$ cat config.mk
export PLATFORM = sky130hd
export DESIGN_NAME = iodl_decode_end_flat
export DESIGN_NICKNAME = d
export VERILOG_FILES = /design/src/common/iodl_pkg.sv /design/src/common/iodl_bus_if.sv /design/src/iodl_decode_end.sv /design/src/flat_wrapper.sv
export VERILOG_INCLUDE_DIRS = /design/src /design/src/common
export SDC_FILE = /design/constraint.sdc
export NUM_CORES = 1
export LEC_CHECK = 0
export BUFFER_PORTS_ARGS = -buffer_cell sky130_fd_sc_hd__buf_2
export CORE_MARGIN = 3
export CORE_UTILIZATION = 45
export DETAILED_ROUTE_END_ITERATION = 7
export PLACE_DENSITY = 0.75
export SKIP_LAST_GASP = 1
export SLEW_MARGIN = 20
export SYNTH_ARGS = -nofsm -noshare
export SYNTH_HDL_FRONTEND = slang
export SYNTH_SLANG_ARGS = --single-unit
$ cat constraint.sdc
create_clock -name i_core_clk -period 4.6 [get_ports i_core_clk]
set_input_delay 0 -clock i_core_clk [delete_from_list [all_inputs] [get_ports i_core_clk]]
set_output_delay 0 -clock i_core_clk [all_outputs]
set_load 0.02 [all_outputs]
$ cat src/common/iodl_defs.svh
`ifndef IODL_DEFS_SVH
`define IODL_DEFS_SVH

// i/o space is 64 kbyte, memory space is 4 gbyte
`define IODL_IO_ADDR_BITS 16
`define IODL_DIRECT_PORT_HI 8'h00

// peripheral map inside the 64 kbyte i/o space
`define IODL_BYTE_BASE 16'h0080
`define IODL_PAIR_BASE 16'h0090
`define IODL_HALF_BASE 16'h00a0
`define IODL_WORD_BASE 16'h00b0
`define IODL_DWORD_BASE 16'h00c0
`define IODL_NARROW_BASE 16'h0100
`define IODL_MEM_ALIAS_HI 16'hfe00

// last wait count; the peripheral wait state lasts this many core clocks plus one
`define IODL_WAIT_STATES 3'h3

`endif

$ cat src/common/iodl_pkg.sv
package iodl_pkg;

    typedef enum logic [1:0] {
        IODL_SZ_BYTE = 2'h0,
        IODL_SZ_WORD = 2'h1,
        IODL_SZ_DWORD = 2'h2
    } iodl_size_t;

    typedef enum logic [2:0] {
        IODL_P_IDLE = 3'h1,
        IODL_P_WAIT = 3'h2,
        IODL_P_HOLD = 3'h4
    } iodl_pstate_t;

    typedef enum logic [4:0] {
        IODL_D_IDLE = 5'h01,
        IODL_D_WAIT = 5'h02,
        IODL_D_NISSUE = 5'h04,
        IODL_D_NCAP = 5'h08,
        IODL_D_DONE = 5'h10
    } iodl_dstate_t;

endpackage

$ cat src/common/iodl_bus_if.sv
`timescale 1ns/10ps
interface iodl_bus_if;
    logic [31:2] addr_hi;
    logic lane0_enable_n;
    logic lane1_enable_n;
    logic lane2_enable_n;
    logic lane3_enable_n;
    logic mem_cycle;
    logic write_cycle;
    logic cycle_start;
    logic [31:0] data_wr;
    logic [31:0] data_rd;
    logic cycle_done;
    logic half_width_bus_request_n;

    modport proc_mp (
        output addr_hi, lane0_enable_n, lane1_enable_n, lane2_enable_n, lane3_enable_n,
        output mem_cycle, write_cycle, cycle_start, data_wr,
        input data_rd, cycle_done, half_width_bus_request_n
    );

    modport dec_mp (
        input addr_hi, lane0_enable_n, lane1_enable_n, lane2_enable_n, lane3_enable_n,
        input mem_cycle, write_cycle, cycle_start, data_wr,
        output data_rd, cycle_done, half_width_bus_request_n
    );
endinterface

$ cat src/iodl_decode_end.sv
`timescale 1ns/10ps
`include "iodl_defs.svh"
// Contract
// - 64k i/o space beside 4g memory
// - byte address picks its data lane
// - upper-only writes duplicated onto lower half
// - shared doubleword selects include lane enables
// - four-spaced devices ignore lanes, share d7-d0
// - optional memory alias of whole i/o space
// - adjacent 16-bit devices request half width
// - 16-bit within a doubleword (offset 3 refused), 32-bit four-aligned addresses
// - 32-bit select needs all four lanes
// - a2-a15 drive linear selects directly
// - 8-bit bus converter, one lane at a time
// - direct port operand reaches first 256 only
module iodl_decode_end (
    input wire logic i_core_clk,
    input wire logic i_reset_n,
    input wire logic i_mem_alias_en,
    input wire logic i_linear_en,
    input wire logic [31:0] i_periph_rdata,
    input wire logic [7:0] i_narrow_rdata,
    output logic [3:0] o_cs_byte,
    output logic [1:0] o_cs_pair,
    output logic [1:0] o_cs_half,
    output logic [1:0] o_cs_word,
    output logic o_cs_dword,
    output logic o_cs_narrow,
    output logic [13:0] o_linear_sel,
    output logic [13:0] o_linear_sel_n,
    output logic o_cycle_active,
    output logic o_periph_write,
    output logic [31:0] o_periph_wdata,
    output logic o_narrow_strobe,
    output logic [1:0] o_narrow_lane,
    output logic [7:0] o_narrow_wdata,
    iodl_bus_if.dec_mp bus
);

    // doubleword match; a is a15..a2
    function automatic logic dw_hit(input logic [13:0] a, input logic [15:0] base);
        dw_hit = (a == base[15:2]);
    endfunction

    // 16-byte group match, four doublewords
    function automatic logic grp_hit(input logic [13:0] a, input logic [15:0] base);
        grp_hit = (a[13:2] == base[15:4]);
    endfunction

    function automatic logic [1:0] low_lane(input logic [3:0] p);
        low_lane = 2'h3;
        if (p[0]) begin
            low_lane = 2'h0;
        end else if (p[1]) begin
            low_lane = 2'h1;
        end else if (p[2]) begin
            low_lane = 2'h2;
        end
    endfunction

    iodl_pkg::iodl_dstate_t state_r;
    logic [2:0] wait_cnt_r;
    logic [3:0] pend_r;
    logic [31:0] wdata_r;
    logic [31:0] nacc_r;
    logic [3:0] lanes;
    logic [13:0] a;
    logic io_hit;
    logic [3:0] cs_byte_nxt;
    logic [1:0] cs_pair_nxt;
    logic [1:0] cs_half_nxt;
    logic [1:0] cs_word_nxt;
    logic cs_dword_nxt;
    logic cs_narrow_nxt;
    logic half_nxt;
    logic [1:0] nlane;
    logic [3:0] pend_left;

    always_comb begin
        lanes = ~{bus.lane3_enable_n, bus.lane2_enable_n, bus.lane1_enable_n,
                  bus.lane0_enable_n};
        a = bus.addr_hi[15:2];
        // memory alias answers the same device in a 64k memory window
        io_hit = !bus.mem_cycle ||
                 (i_mem_alias_en && bus.addr_hi[31:16] == `IODL_MEM_ALIAS_HI);
        cs_byte_nxt = 4'h0;
        cs_pair_nxt = 2'h0;
        cs_half_nxt = 2'h0;
        cs_word_nxt = 2'h0;
        cs_dword_nxt = 1'b0;
        cs_narrow_nxt = 1'b0;
        half_nxt = 1'b0;
        if (io_hit) begin
            if (grp_hit(a, `IODL_BYTE_BASE)) begin
                cs_byte_nxt = 4'(4'h1 << a[1:0]);
            end else if (dw_hit(a, `IODL_PAIR_BASE)) begin
                cs_pair_nxt = lanes[1:0];
            end else if (dw_hit(a, `IODL_HALF_BASE)) begin
                cs_half_nxt = {|lanes[3:2], |lanes[1:0]};
                half_nxt = 1'b1;
            end else if (grp_hit(a, `IODL_WORD_BASE) && !a[1]) begin
                // one 16-bit device per doubleword needs no half-width cycle
                cs_word_nxt = a[0] ? 2'h2 : 2'h1;
            end else if (dw_hit(a, `IODL_DWORD_BASE)) begin
                cs_dword_nxt = (lanes == 4'hf);
            end else if (a[13:6] == 8'(`IODL_NARROW_BASE >> 8)) begin
                cs_narrow_nxt = 1'b1;
            end
        end
        nlane = low_lane(pend_r);
        pend_left = pend_r & ~(4'(4'h1 << nlane));
    end

    always_ff @(posedge i_core_clk or negedge i_reset_n) begin
        if (!i_reset_n) begin
            state_r <= iodl_pkg::IODL_D_IDLE;
            wait_cnt_r <= 3'h0;
            pend_r <= 4'h0;
        end else begin
            case (state_r)
                iodl_pkg::IODL_D_IDLE: begin
                    wait_cnt_r <= 3'h0;
                    if (bus.cycle_start) begin
                        pend_r <= lanes;
                        if (cs_narrow_nxt && lanes != 4'h0) begin
                            state_r <= iodl_pkg::IODL_D_NISSUE;
                        end else begin
                            state_r <= iodl_pkg::IODL_D_WAIT;
                        end
                    end
                end
                iodl_pkg::IODL_D_WAIT: begin
                    wait_cnt_r <= wait_cnt_r + 3'h1;
                    if (wait_cnt_r == `IODL_WAIT_STATES) begin
                        state_r <= iodl_pkg::IODL_D_DONE;
                    end
                end
                iodl_pkg::IODL_D_NISSUE: begin
                    state_r <= iodl_pkg::IODL_D_NCAP;
                end
                iodl_pkg::IODL_D_NCAP: begin
                    pend_r <= pend_left;
                    state_r <= (pend_left == 4'h0) ? iodl_pkg::IODL_D_DONE :
                               iodl_pkg::IODL_D_NISSUE;
                end
                default: begin
                    state_r <= iodl_pkg::IODL_D_IDLE;
                end
            endcase
        end
    end

    // selects are taken once at cycle start and kept until the done beat ends
    always_ff @(posedge i_core_clk or negedge i_reset_n) begin
        if (!i_reset_n) begin
            o_cs_byte <= 4'h0;
            o_cs_pair <= 2'h0;
            o_cs_half <= 2'h0;
            o_cs_word <= 2'h0;
            o_cs_dword <= 1'b0;
            o_cs_narrow <= 1'b0;
            o_linear_sel <= 14'h0;
            o_linear_sel_n <= 14'h3fff;
            o_cycle_active <= 1'b0;
            o_periph_write <= 1'b0;
            o_periph_wdata <= 32'h0;
            wdata_r <= 32'h0;
            bus.half_width_bus_request_n <= 1'b1;
        end else if (state_r == iodl_pkg::IODL_D_IDLE && bus.cycle_start) begin
            o_cs_byte <= cs_byte_nxt;
            o_cs_pair <= cs_pair_nxt;
            o_cs_half <= cs_half_nxt;
            o_cs_word <= cs_word_nxt;
            o_cs_dword <= cs_dword_nxt;
            o_cs_narrow <= cs_narrow_nxt;
            // linear selects exist only in i/o space; mixed polarity offered both ways
            o_linear_sel <= (i_linear_en && !bus.mem_cycle) ? a : 14'h0;
            o_linear_sel_n <= (i_linear_en && !bus.mem_cycle) ? ~a : 14'h3fff;
            o_cycle_active <= 1'b1;
            o_periph_write <= bus.write_cycle;
            o_periph_wdata <= bus.data_wr;
            wdata_r <= bus.data_wr;
            bus.half_width_bus_request_n <= !half_nxt;
        end else if (state_r == iodl_pkg::IODL_D_DONE) begin
            o_cs_byte <= 4'h0;
            o_cs_pair <= 2'h0;
            o_cs_half <= 2'h0;
            o_cs_word <= 2'h0;
            o_cs_dword <= 1'b0;
            o_cs_narrow <= 1'b0;
            o_linear_sel <= 14'h0;
            o_linear_sel_n <= 14'h3fff;
            o_cycle_active <= 1'b0;
            o_periph_write <= 1'b0;
            bus.half_width_bus_request_n <= 1'b1;
        end
    end

    // narrow converter: one byte lane on the 8-bit bus per step
    always_ff @(posedge i_core_clk or negedge i_reset_n) begin
        if (!i_reset_n) begin
            o_narrow_strobe <= 1'b0;
            o_narrow_lane <= 2'h0;
            o_narrow_wdata <= 8'h0;
            nacc_r <= 32'h0;
        end else begin
            o_narrow_strobe <= 1'b0;
            if (state_r == iodl_pkg::IODL_D_IDLE) begin
                nacc_r <= 32'h0;
            end else if (state_r == iodl_pkg::IODL_D_NISSUE) begin
                o_narrow_strobe <= 1'b1;
                o_narrow_lane <= nlane;
                o_narrow_wdata <= wdata_r[{nlane, 3'h0} +: 8];
            end else if (state_r == iodl_pkg::IODL_D_NCAP) begin
                nacc_r[{o_narrow_lane, 3'h0} +: 8] <= i_narrow_rdata;
            end
        end
    end

    // answer: one-cycle done; read data sits on the lanes of the request
    always_ff @(posedge i_core_clk or negedge i_reset_n) begin
        if (!i_reset_n) begin
            bus.cycle_done <= 1'b0;
            bus.data_rd <= 32'h0;
        end else begin
            bus.cycle_done <= 1'b0;
            if (state_r == iodl_pkg::IODL_D_WAIT && wait_cnt_r == `IODL_WAIT_STATES) begin
                bus.cycle_done <= 1'b1;
                bus.data_rd <= i_periph_rdata;
            end else if (state_r == iodl_pkg::IODL_D_NCAP && pend_left == 4'h0) begin
                bus.cycle_done <= 1'b1;
                bus.data_rd <= nacc_r;
                bus.data_rd[{o_narrow_lane, 3'h0} +: 8] <= i_narrow_rdata;
            end
        end
    end

endmodule

$ cat src/flat_wrapper.sv
// flat-port wrapper written by rule: the top's interface ports become plain ports
module iodl_decode_end_flat 
  (i_core_clk, i_reset_n, i_mem_alias_en, i_linear_en, i_periph_rdata, i_narrow_rdata, o_cs_byte, o_cs_pair, o_cs_half, o_cs_word, o_cs_dword, o_cs_narrow, o_linear_sel, o_linear_sel_n, o_cycle_active, o_periph_write, o_periph_wdata, o_narrow_strobe, o_narrow_lane, o_narrow_wdata, bus_addr_hi, bus_lane0_enable_n, bus_lane1_enable_n, bus_lane2_enable_n, bus_lane3_enable_n, bus_mem_cycle, bus_write_cycle, bus_cycle_start, bus_data_wr, bus_data_rd, bus_cycle_done, bus_half_width_bus_request_n);
  iodl_bus_if bus_i ();
  input wire logic i_core_clk;
  input wire logic i_reset_n;
  input wire logic i_mem_alias_en;
  input wire logic i_linear_en;
  input wire logic [31:0] i_periph_rdata;
  input wire logic [7:0] i_narrow_rdata;
  output logic [3:0] o_cs_byte;
  output logic [1:0] o_cs_pair;
  output logic [1:0] o_cs_half;
  output logic [1:0] o_cs_word;
  output logic o_cs_dword;
  output logic o_cs_narrow;
  output logic [13:0] o_linear_sel;
  output logic [13:0] o_linear_sel_n;
  output logic o_cycle_active;
  output logic o_periph_write;
  output logic [31:0] o_periph_wdata;
  output logic o_narrow_strobe;
  output logic [1:0] o_narrow_lane;
  output logic [7:0] o_narrow_wdata;
  input wire logic [$bits(bus_i.addr_hi)-1:0] bus_addr_hi;
  input wire logic [$bits(bus_i.lane0_enable_n)-1:0] bus_lane0_enable_n;
  input wire logic [$bits(bus_i.lane1_enable_n)-1:0] bus_lane1_enable_n;
  input wire logic [$bits(bus_i.lane2_enable_n)-1:0] bus_lane2_enable_n;
  input wire logic [$bits(bus_i.lane3_enable_n)-1:0] bus_lane3_enable_n;
  input wire logic [$bits(bus_i.mem_cycle)-1:0] bus_mem_cycle;
  input wire logic [$bits(bus_i.write_cycle)-1:0] bus_write_cycle;
  input wire logic [$bits(bus_i.cycle_start)-1:0] bus_cycle_start;
  input wire logic [$bits(bus_i.data_wr)-1:0] bus_data_wr;
  output wire logic [$bits(bus_i.data_rd)-1:0] bus_data_rd;
  output wire logic [$bits(bus_i.cycle_done)-1:0] bus_cycle_done;
  output wire logic [$bits(bus_i.half_width_bus_request_n)-1:0] bus_half_width_bus_request_n;
  assign bus_i.addr_hi = bus_addr_hi;
  assign bus_i.lane0_enable_n = bus_lane0_enable_n;
  assign bus_i.lane1_enable_n = bus_lane1_enable_n;
  assign bus_i.lane2_enable_n = bus_lane2_enable_n;
  assign bus_i.lane3_enable_n = bus_lane3_enable_n;
  assign bus_i.mem_cycle = bus_mem_cycle;
  assign bus_i.write_cycle = bus_write_cycle;
  assign bus_i.cycle_start = bus_cycle_start;
  assign bus_i.data_wr = bus_data_wr;
  assign bus_data_rd = bus_i.data_rd;
  assign bus_cycle_done = bus_i.cycle_done;
  assign bus_half_width_bus_request_n = bus_i.half_width_bus_request_n;
  iodl_decode_end u_core (.i_core_clk(i_core_clk), .i_reset_n(i_reset_n), .i_mem_alias_en(i_mem_alias_en), .i_linear_en(i_linear_en), .i_periph_rdata(i_periph_rdata), .i_narrow_rdata(i_narrow_rdata), .o_cs_byte(o_cs_byte), .o_cs_pair(o_cs_pair), .o_cs_half(o_cs_half), .o_cs_word(o_cs_word), .o_cs_dword(o_cs_dword), .o_cs_narrow(o_cs_narrow), .o_linear_sel(o_linear_sel), .o_linear_sel_n(o_linear_sel_n), .o_cycle_active(o_cycle_active), .o_periph_write(o_periph_write), .o_periph_wdata(o_periph_wdata), .o_narrow_strobe(o_narrow_strobe), .o_narrow_lane(o_narrow_lane), .o_narrow_wdata(o_narrow_wdata), .bus(bus_i));
endmodule
==> impl_metrics.toml, run 1 <==
[global_routing]
grt.overflow.total = 0
antenna_found_initial = 0
first_global_vias = 6917
grt_pass1_wl_um = 34940
grt_max_degree = 84
grt_usage = 0.2413

[sta]
slew_violations = 0
final_hold_viol_count = 0
fin_tns_setup_ns = 0
fin_crit_sh = 0.5834
finalHoldWorstSlack_ns = 0.01619
worstMarginPinSlew_ns = 0.9919
setup_viol = 0
fmax_mhz = 372.6
fin_skew_ns = 0.007938
min_period_ns = 2.684
max_slew_margin = 0.3357
rsz0062_at_grt = "no"

[synthesis]
synth_ff_type = "dfrtp_1"
syn_area_um2 = 7550
ys_seq_area_frac = 0.5429
yosys-top-cells-area = "dfrtp_1, nand2_1, mux2_2"
syn_area_per_cell_um2 = 10.16
synth-simple-area-share = 0.1702
ys_types = 52
synth_most_common_cell = "nand2_1"
synthAdderAreaFrac = 0.01160
synth_xor_area_frac = 0.001160
synth_top_cell_by_area = "dfrtp_1"
synthTopCellsByCount = "nand2_1, dfrtp_1, mux2_2"
synth_compound_area_frac = 0.1329
ys_seq_elements = 163
syn_nets = 863
synth_edf_count = 0
synth_top_area_share = 0.4872
synthCells = 743
ys_warn_count = 0
synth_mux_area_frac = 0.1102
async_reset_ff_frac = 1.000
synth_top_family_by_area = "simple AND/OR/NAND/NOR gates"

[power]
peakVddDrop_uv = 406.0
p_leak_nw = 5.251
powerDensity_nw_per_um2 = 474.5

[placed_design]
placed_area_um2 = 8902
port_buffers = 231
gp_congestion = 0.8286
dp_hpwl_um = 14240

[finish]
syn_to_final_growth_pct = 38.33
final_nets = 1171
multi_input_area_um2 = 3239
final_layout_size_suffix_gt1_frac = 0.3355
diodes = 0
num-fill-cells = 1253
register_area_um2 = 4099
stdcell_area_um2 = 10440

[setup_path]
worstPathRequired_ns = 4.91
start_kind = "flop"
crit_chain = "nand2b_1 -> or4_1 -> buf_4 -> o21a_1 -> inv_2 -> mux2_2"
slowest_delay_ns = 0.49
critPathTopFamily = "buffers and inverters"
path_max_fanout = 39
critPathKind = "reg2reg"
crit_path_end_kind = "flop"
slowest_stage = "inv_2"
critPathBufInv = 2
cp_data_arrival_time_ns = 2.99

[cts]
numCtsBuffers = 17
h-tree-depth = 4
clockBufferDepth = 2
root_buffer = "clkbuf_16"
clk_latency_ns = 0.43
path_clk_slew_ns = 0.07
clkSinkCount = 163
cts_tree = "built"
cts_resized = 0

[hold_path]
hp-class = "in2reg"

[routing]
drc = 0
drt_iter0_drc = 523
wire_per_inst_um = 17.11
vias = 6838
wl_um = 21910
antenna_left = 0
via_per_inst = 5.342
first_pass_iters = 5

[floorplan]
die_h_um = 135.5
coreArea_um2 = 16170
dieArea_um2 = 18370
pin_count = 232
start_util = 0.4668
rows = 46
die_w_um = 135.5

[status]
outcome = "complete, no violations"

[run]
max-cap-violations = 0
==> timing repair <==
item	in CTS	in global routing
hold buffers	90	0
endpoints found under the hold margin	197	0
buffers inserted	0	0
==> per-layer routing <==
layer	routed length, µm	global-route usage	vias to the layer above
li1	-	-	3216
met4	514	0.08511	0
met1	9375	0.3191	3284
met2	10470	0.3960	299
met5	0	0	-
met3	1542	0.05052	39
==> state kept, by name (all words and copies together), names as in the netlist, 4 cells and up <==
register	count
u_core.pend_r	4
u_core.nacc_r	32
u_core.bus.data_rd	32
u_core.o_linear_sel_n	14
u_core.state_r	5
u_core.o_cs_byte	4
u_core.o_linear_sel	14
u_core.o_periph_wdata	32
u_core.o_narrow_wdata	8
==> worst min-delay path: stages <==
cell     delay, ns
buf_2         0.09
nor3b_4       0.17
a21oi_1       0.14
==> stage by stage <==
stage	instances	utilization	total power, mW	setup WS [ns]
floorplan	743	-	2.871	2.464
global placement	1157	0.5500	3.385	1.578
detailed placement	1157	0.5504	3.415	1.494
CTS	1279	0.6451	4.972	1.480
global route	1280	0.6458	5.222	1.748
finish	1280	0.6458	4.955	1.916
==> cell type report <==
cell class                      instances  share of cell area
Tap cell                              216             0.02588
Sequential cell                       163              0.3925
Clock buffer                           20             0.04792
Multi-Input combinational cell        523              0.3102
Timing Repair Buffer                  333              0.2065
Inverter                               13            0.004672
Clock inverter                         12             0.01234
==> placed cells by master, fill, tap and decap left out, drive strengths merged, types with 2 or more instances in the layout <==
master,instances
and3,2
and3b,2
nand3b,3
nand4,4
nor3,8
nor4bb,3
buf,243
a22o,43
o21ai,36
clkbuf,20
inv,18
or4b,3
nor2b,3
nor4b,2
o31ai,3
a211oi,4
ha,7
nand2,194
nor4,4
clkinv,6
or4,4
nor2,27
a221o,4
dlygate4sd3,90
a21oi,49
or2,2
dfstp,16
a22oi,4
o2bb2ai,2
o22ai,2
o21a,3
dfrtp,147
nand3,16
mux2,57
nor3b,3
nand2b,2
mux2i,19
==> power breakdown <==
| group | internal (mW) | switching [mW] | leakage, nW |
|---|---|---|---|
| combinational | 0.538 | 0.949 | 2.79 |
| sequential | 1.73 | 0.263 | 2.15 |
| clock | 0.862 | 0.617 | 0.314 |
| total | 3.13 | 1.83 | 5.25 |
==> worst paths after layout <==
| check | startpoint | to | slack (ns) | depth (start not counted) |
|---|---|---|---|---|
| min in group asynchronous | i_reset_n | u_core.bus.data_rd[1] | 0.19 | 2 |
| hold reg to reg | u_core.o_narrow_wdata[0] | u_core.o_narrow_wdata[0] | 0.48 | 2 |
| max in group asynchronous | i_reset_n | u_core.o_linear_sel_n[1] | 3.33 | 3 |
| hold / removal | i_linear_en | u_core.o_linear_sel_n[4] | 0.02 | 3 |
| setup reg to reg | u_core.state_r[4] | u_core.bus.data_rd[13] | 1.92 | 6 |
| setup / recovery | u_core.state_r[4] | u_core.bus.data_rd[13] | 1.92 | 6 |
==> cell families after synthesis <==
group | count (synthesis)
flip-flops | 163
buffers and inverters | 57
adder cells (fa/ha/maj) | 7
XOR/XNOR | 1
multiplexers | 76
AND/OR/NAND/NOR | 286
AO/OA/AOI/OAI | 153
Note: power is estimated with default switching activity, not from simulation.
==> run 2, diff against run 1 <==
--- a/config.mk
+++ b/config.mk
@@ -6,6 +6,7 @@
 export SDC_FILE = /design/constraint.sdc
 export NUM_CORES = 1
 export LEC_CHECK = 0
+export ABC_AREA = 1
 export BUFFER_PORTS_ARGS = -buffer_cell sky130_fd_sc_hd__buf_2
 export CORE_MARGIN = 3
 export CORE_UTILIZATION = 45
==> constraint.sdc (replaced) <==
create_clock -name i_core_clk -period 2.72 [get_ports i_core_clk]
set_input_delay 0 -clock i_core_clk [delete_from_list [all_inputs] [get_ports i_core_clk]]
set_output_delay 0 -clock i_core_clk [all_outputs]
set_load 0.02 [all_outputs]
==> run 2 against run 1 <==
Critical path depth grew 3; register-to-register slack lost 1.7 ns; flip-flop and latch count is the same; via count grew 9.3%; worst setup slack lost 1.7 ns; non-clock buffer count shrank 4.
==> impl_metrics.toml, run 2 <==
[sta]
setup_viol = 0
fmax_mhz = 402.8
min_period_ns = 2.482
final_hold_viol_count = 0
fin_skew_ns = 0.007958
slew_violations = 0
worstMarginPinSlew_ns = 0.9284
fin_crit_sh = 0.9127
max_slew_margin = 0.3788
layout_setup_ws_ns = 0.2375
fin_tns_setup_ns = 0
rsz0062_at_grt = "no"

[setup_path]
critPathLaunch = "u_core.state_r[3]"
cpMostUsedCell = "nand2_2"
critPathTopFamily = "buffers and inverters"
rr_endpoint = "u_core.o_cs_byte[3]"
critPathKind = "reg2reg"
crit_path_end_kind = "flop"
worstPathRequired_ns = 3.03
slowest_delay_ns = 0.56
slowest_stage = "dlygate4sd3_1"
ff2ff_path_depth = 9
path_max_fanout = 36
cp_data_arrival_time_ns = 2.79
start_kind = "flop"
critical_path.endpoint = "u_core.o_cs_byte[3]"
critPathBufInv = 3
reg2reg_setup_slack_ns = 0.24
crit_chain = "nor2_4 -> nand3_2 -> inv_1 -> nand2_2 -> nand2_2 -> inv_2 -> nand2_1 -> o21ai_0 -> dlygate4sd3_1"
cp.depth = 9
r2r-start = "u_core.state_r[3]"

[routing]
drc = 0
wire_per_inst_um = 15.23
antenna_left = 0
vias = 7473
drt_iter0_drc = 672
via_per_inst = 5.118
first_pass_iters = 5
wl_um = 22240

[synthesis]
synth_edf_count = 0
async_reset_ff_frac = 1.000
ys_seq_elements = 163
synthTopCellsByCount = "nand2_1, dfrtp_1, o21ai_0"
synth_ff_type = "dfrtp_1"
syn_area_um2 = 7564
synthCells = 925
syn_area_per_cell_um2 = 8.177
syn_nets = 1045
ys_warn_count = 0
ys_seq_area_frac = 0.5419
ys_types = 34
synth_top_cell_by_area = "dfrtp_1"
synth_top_area_share = 0.4864
synth_most_common_cell = "nand2_1"
yosys-top-cells-area = "dfrtp_1, nand2_1, o21ai_0"

[cts]
cts_tree = "built"
numCtsBuffers = 17
clockBufferDepth = 2
post_cts_buffers = 0
clk_latency_ns = 0.43
root_buffer = "clkbuf_16"
path_clk_slew_ns = 0.06
clkSinkCount = 163
cts_resized = 0
h-tree-depth = 4

[global_routing]
grt_max_degree = 83
grt_usage = 0.2443
grt.overflow.total = 0
antenna_found_initial = 0
grt_pass1_wl_um = 35880
first_global_vias = 7291

[hold_path]
hp-class = "in2reg"
holdCritStartpoint = "i_narrow_rdata[3]"

[placed_design]
placedCellCount = 1341
placed_area_um2 = 8895
gp_congestion = 0.8760
dp_hpwl_um = 15030
port_buffers = 231
place_ws_ns = 0.3431

[finish]
top_regs = "u_core.bus.data_rd (32), u_core.nacc_r (32), u_core.o_periph_wdata (32)"
final_layout_size_suffix_gt1_frac = 0.2486
stdcell_count = 1460
mostFrequentLayoutCell = "nand2_1"
stdcell_area_um2 = 10360
num-fill-cells = 1343
layout_common_cells = "nand2_1, buf_2, dfrtp_1, o21ai_0, dlygate4sd3_1"
final_nets = 1350
syn_to_final_growth_pct = 37.04

[power]
peakVddDrop_uv = 532.1
powerDensity_nw_per_um2 = 925.2
p_leak_nw = 5.337

[floorplan]
die_h_um = 135.6
rows = 46
pin_count = 232
coreArea_um2 = 16170
start_util = 0.4677
dieArea_um2 = 18400
die_w_um = 135.6

[status]
outcome = "complete, no violations"

[run]
max-cap-violations = 0
## run 2: cell count changes after synthesis, sizes merged, moves of 8 or more
cell / previous run / this run
nand2: 194 / 286
o21ai: 36 / 105
inv: 10 / 76
mux2: 57 / 0
nand3: 16 / 70
nor2: 27 / 77
a22o: 43 / 2
a21oi: 49 / 19
mux2i: 19 / 0
o22ai: 2 / 19
o21a: 3 / 13
clkbuf: 29 / 20
a31oi: 1 / 9
buf: 15 / 23
## run 2: how the worst min path moves through the flow
stage | end | slack, ns | cells past startpoint
floorplan | u_core.bus.cycle_done | -0.30 | 0
global placement | u_core.bus.data_rd[13] | 0.10 | 1
detailed placement | u_core.bus.data_rd[13] | 0.1 | 1
CTS | u_core.nacc_r[17] | 0.01 | 5
global route | u_core.nacc_r[17] | 0.06 | 5
finish | u_core.nacc_r[27] | 0.03 | 5
## run 2: per-layer routing
metal | global-route usage | vias to the layer above | routed length, µm
met5 | 0 | - | 0
met4 | 0.1025 | 0 | 687
met3 | 0.05461 | 46 | 1717
met2 | 0.3916 | 343 | 10290
met1 | 0.3215 | 3464 | 9540
li1 | - | 3620 | -
## run 2: power breakdown
group	switching (mW)	internal [mW]
combinational	2.30	1.14
clock	0.948	1.51
sequential	0.493	3.20
total	3.74	5.85
## run 2: tightest hold or removal path: cells and delay by family
kind / cells / cell delay (ns)
buffers and inverters: 2 / 0.19
AO/OA/AOI/OAI: 2 / 0.15
AND/OR/NAND/NOR: 1 / 0.08
## run 2: metrics by stage
stage          power, mW  utilization  hold WS, ns
6_report           9.590       0.6409      0.02925
3_5_place_dp       7.047       0.5500      0.09541
2_1_floorplan      5.803            -      -0.2956
3_3_place_gp       6.971       0.5500       0.1007
4_1_cts            9.625       0.6407      0.01391
5_1_grt            10.18       0.6407      0.06400
## run 2: what timing repair did
action / in CTS / in global routing
endpoints found under the hold margin: 174 / 0
hold buffers: 86 / 0
endpoints found under the setup margin: 0 / 0
## run 2: logic make-up (layout without fill, tap and decap cells)
| family | after synthesis | count (layout) | share of synthesized area |
|---|---|---|---|
| buffers and inverters | 122 | 440 | 0.06617 |
| adder cells (fa/ha/maj) | 7 | 7 | 0.01158 |
| AO/OA/AOI/OAI | 175 | 175 | 0.1284 |
| flip-flops | 163 | 163 | 0.5419 |
| other | 0 | 1 | 0 |
| AND/OR/NAND/NOR | 458 | 458 | 0.2519 |
## run 2: cell type report
type	count	area (µm²)	share of cell area
flip-flops and latches	163	4099	0.3955
clock buffers	22	474.2	0.04575
clock inverters	10	132.6	0.01280
repair buffers	329	2126	0.2051
inverters	79	296.5	0.02861
well taps	216	270.3	0.02607
diodes	1	2.502	0.0002414
multi-input cells	640	2964	0.2860
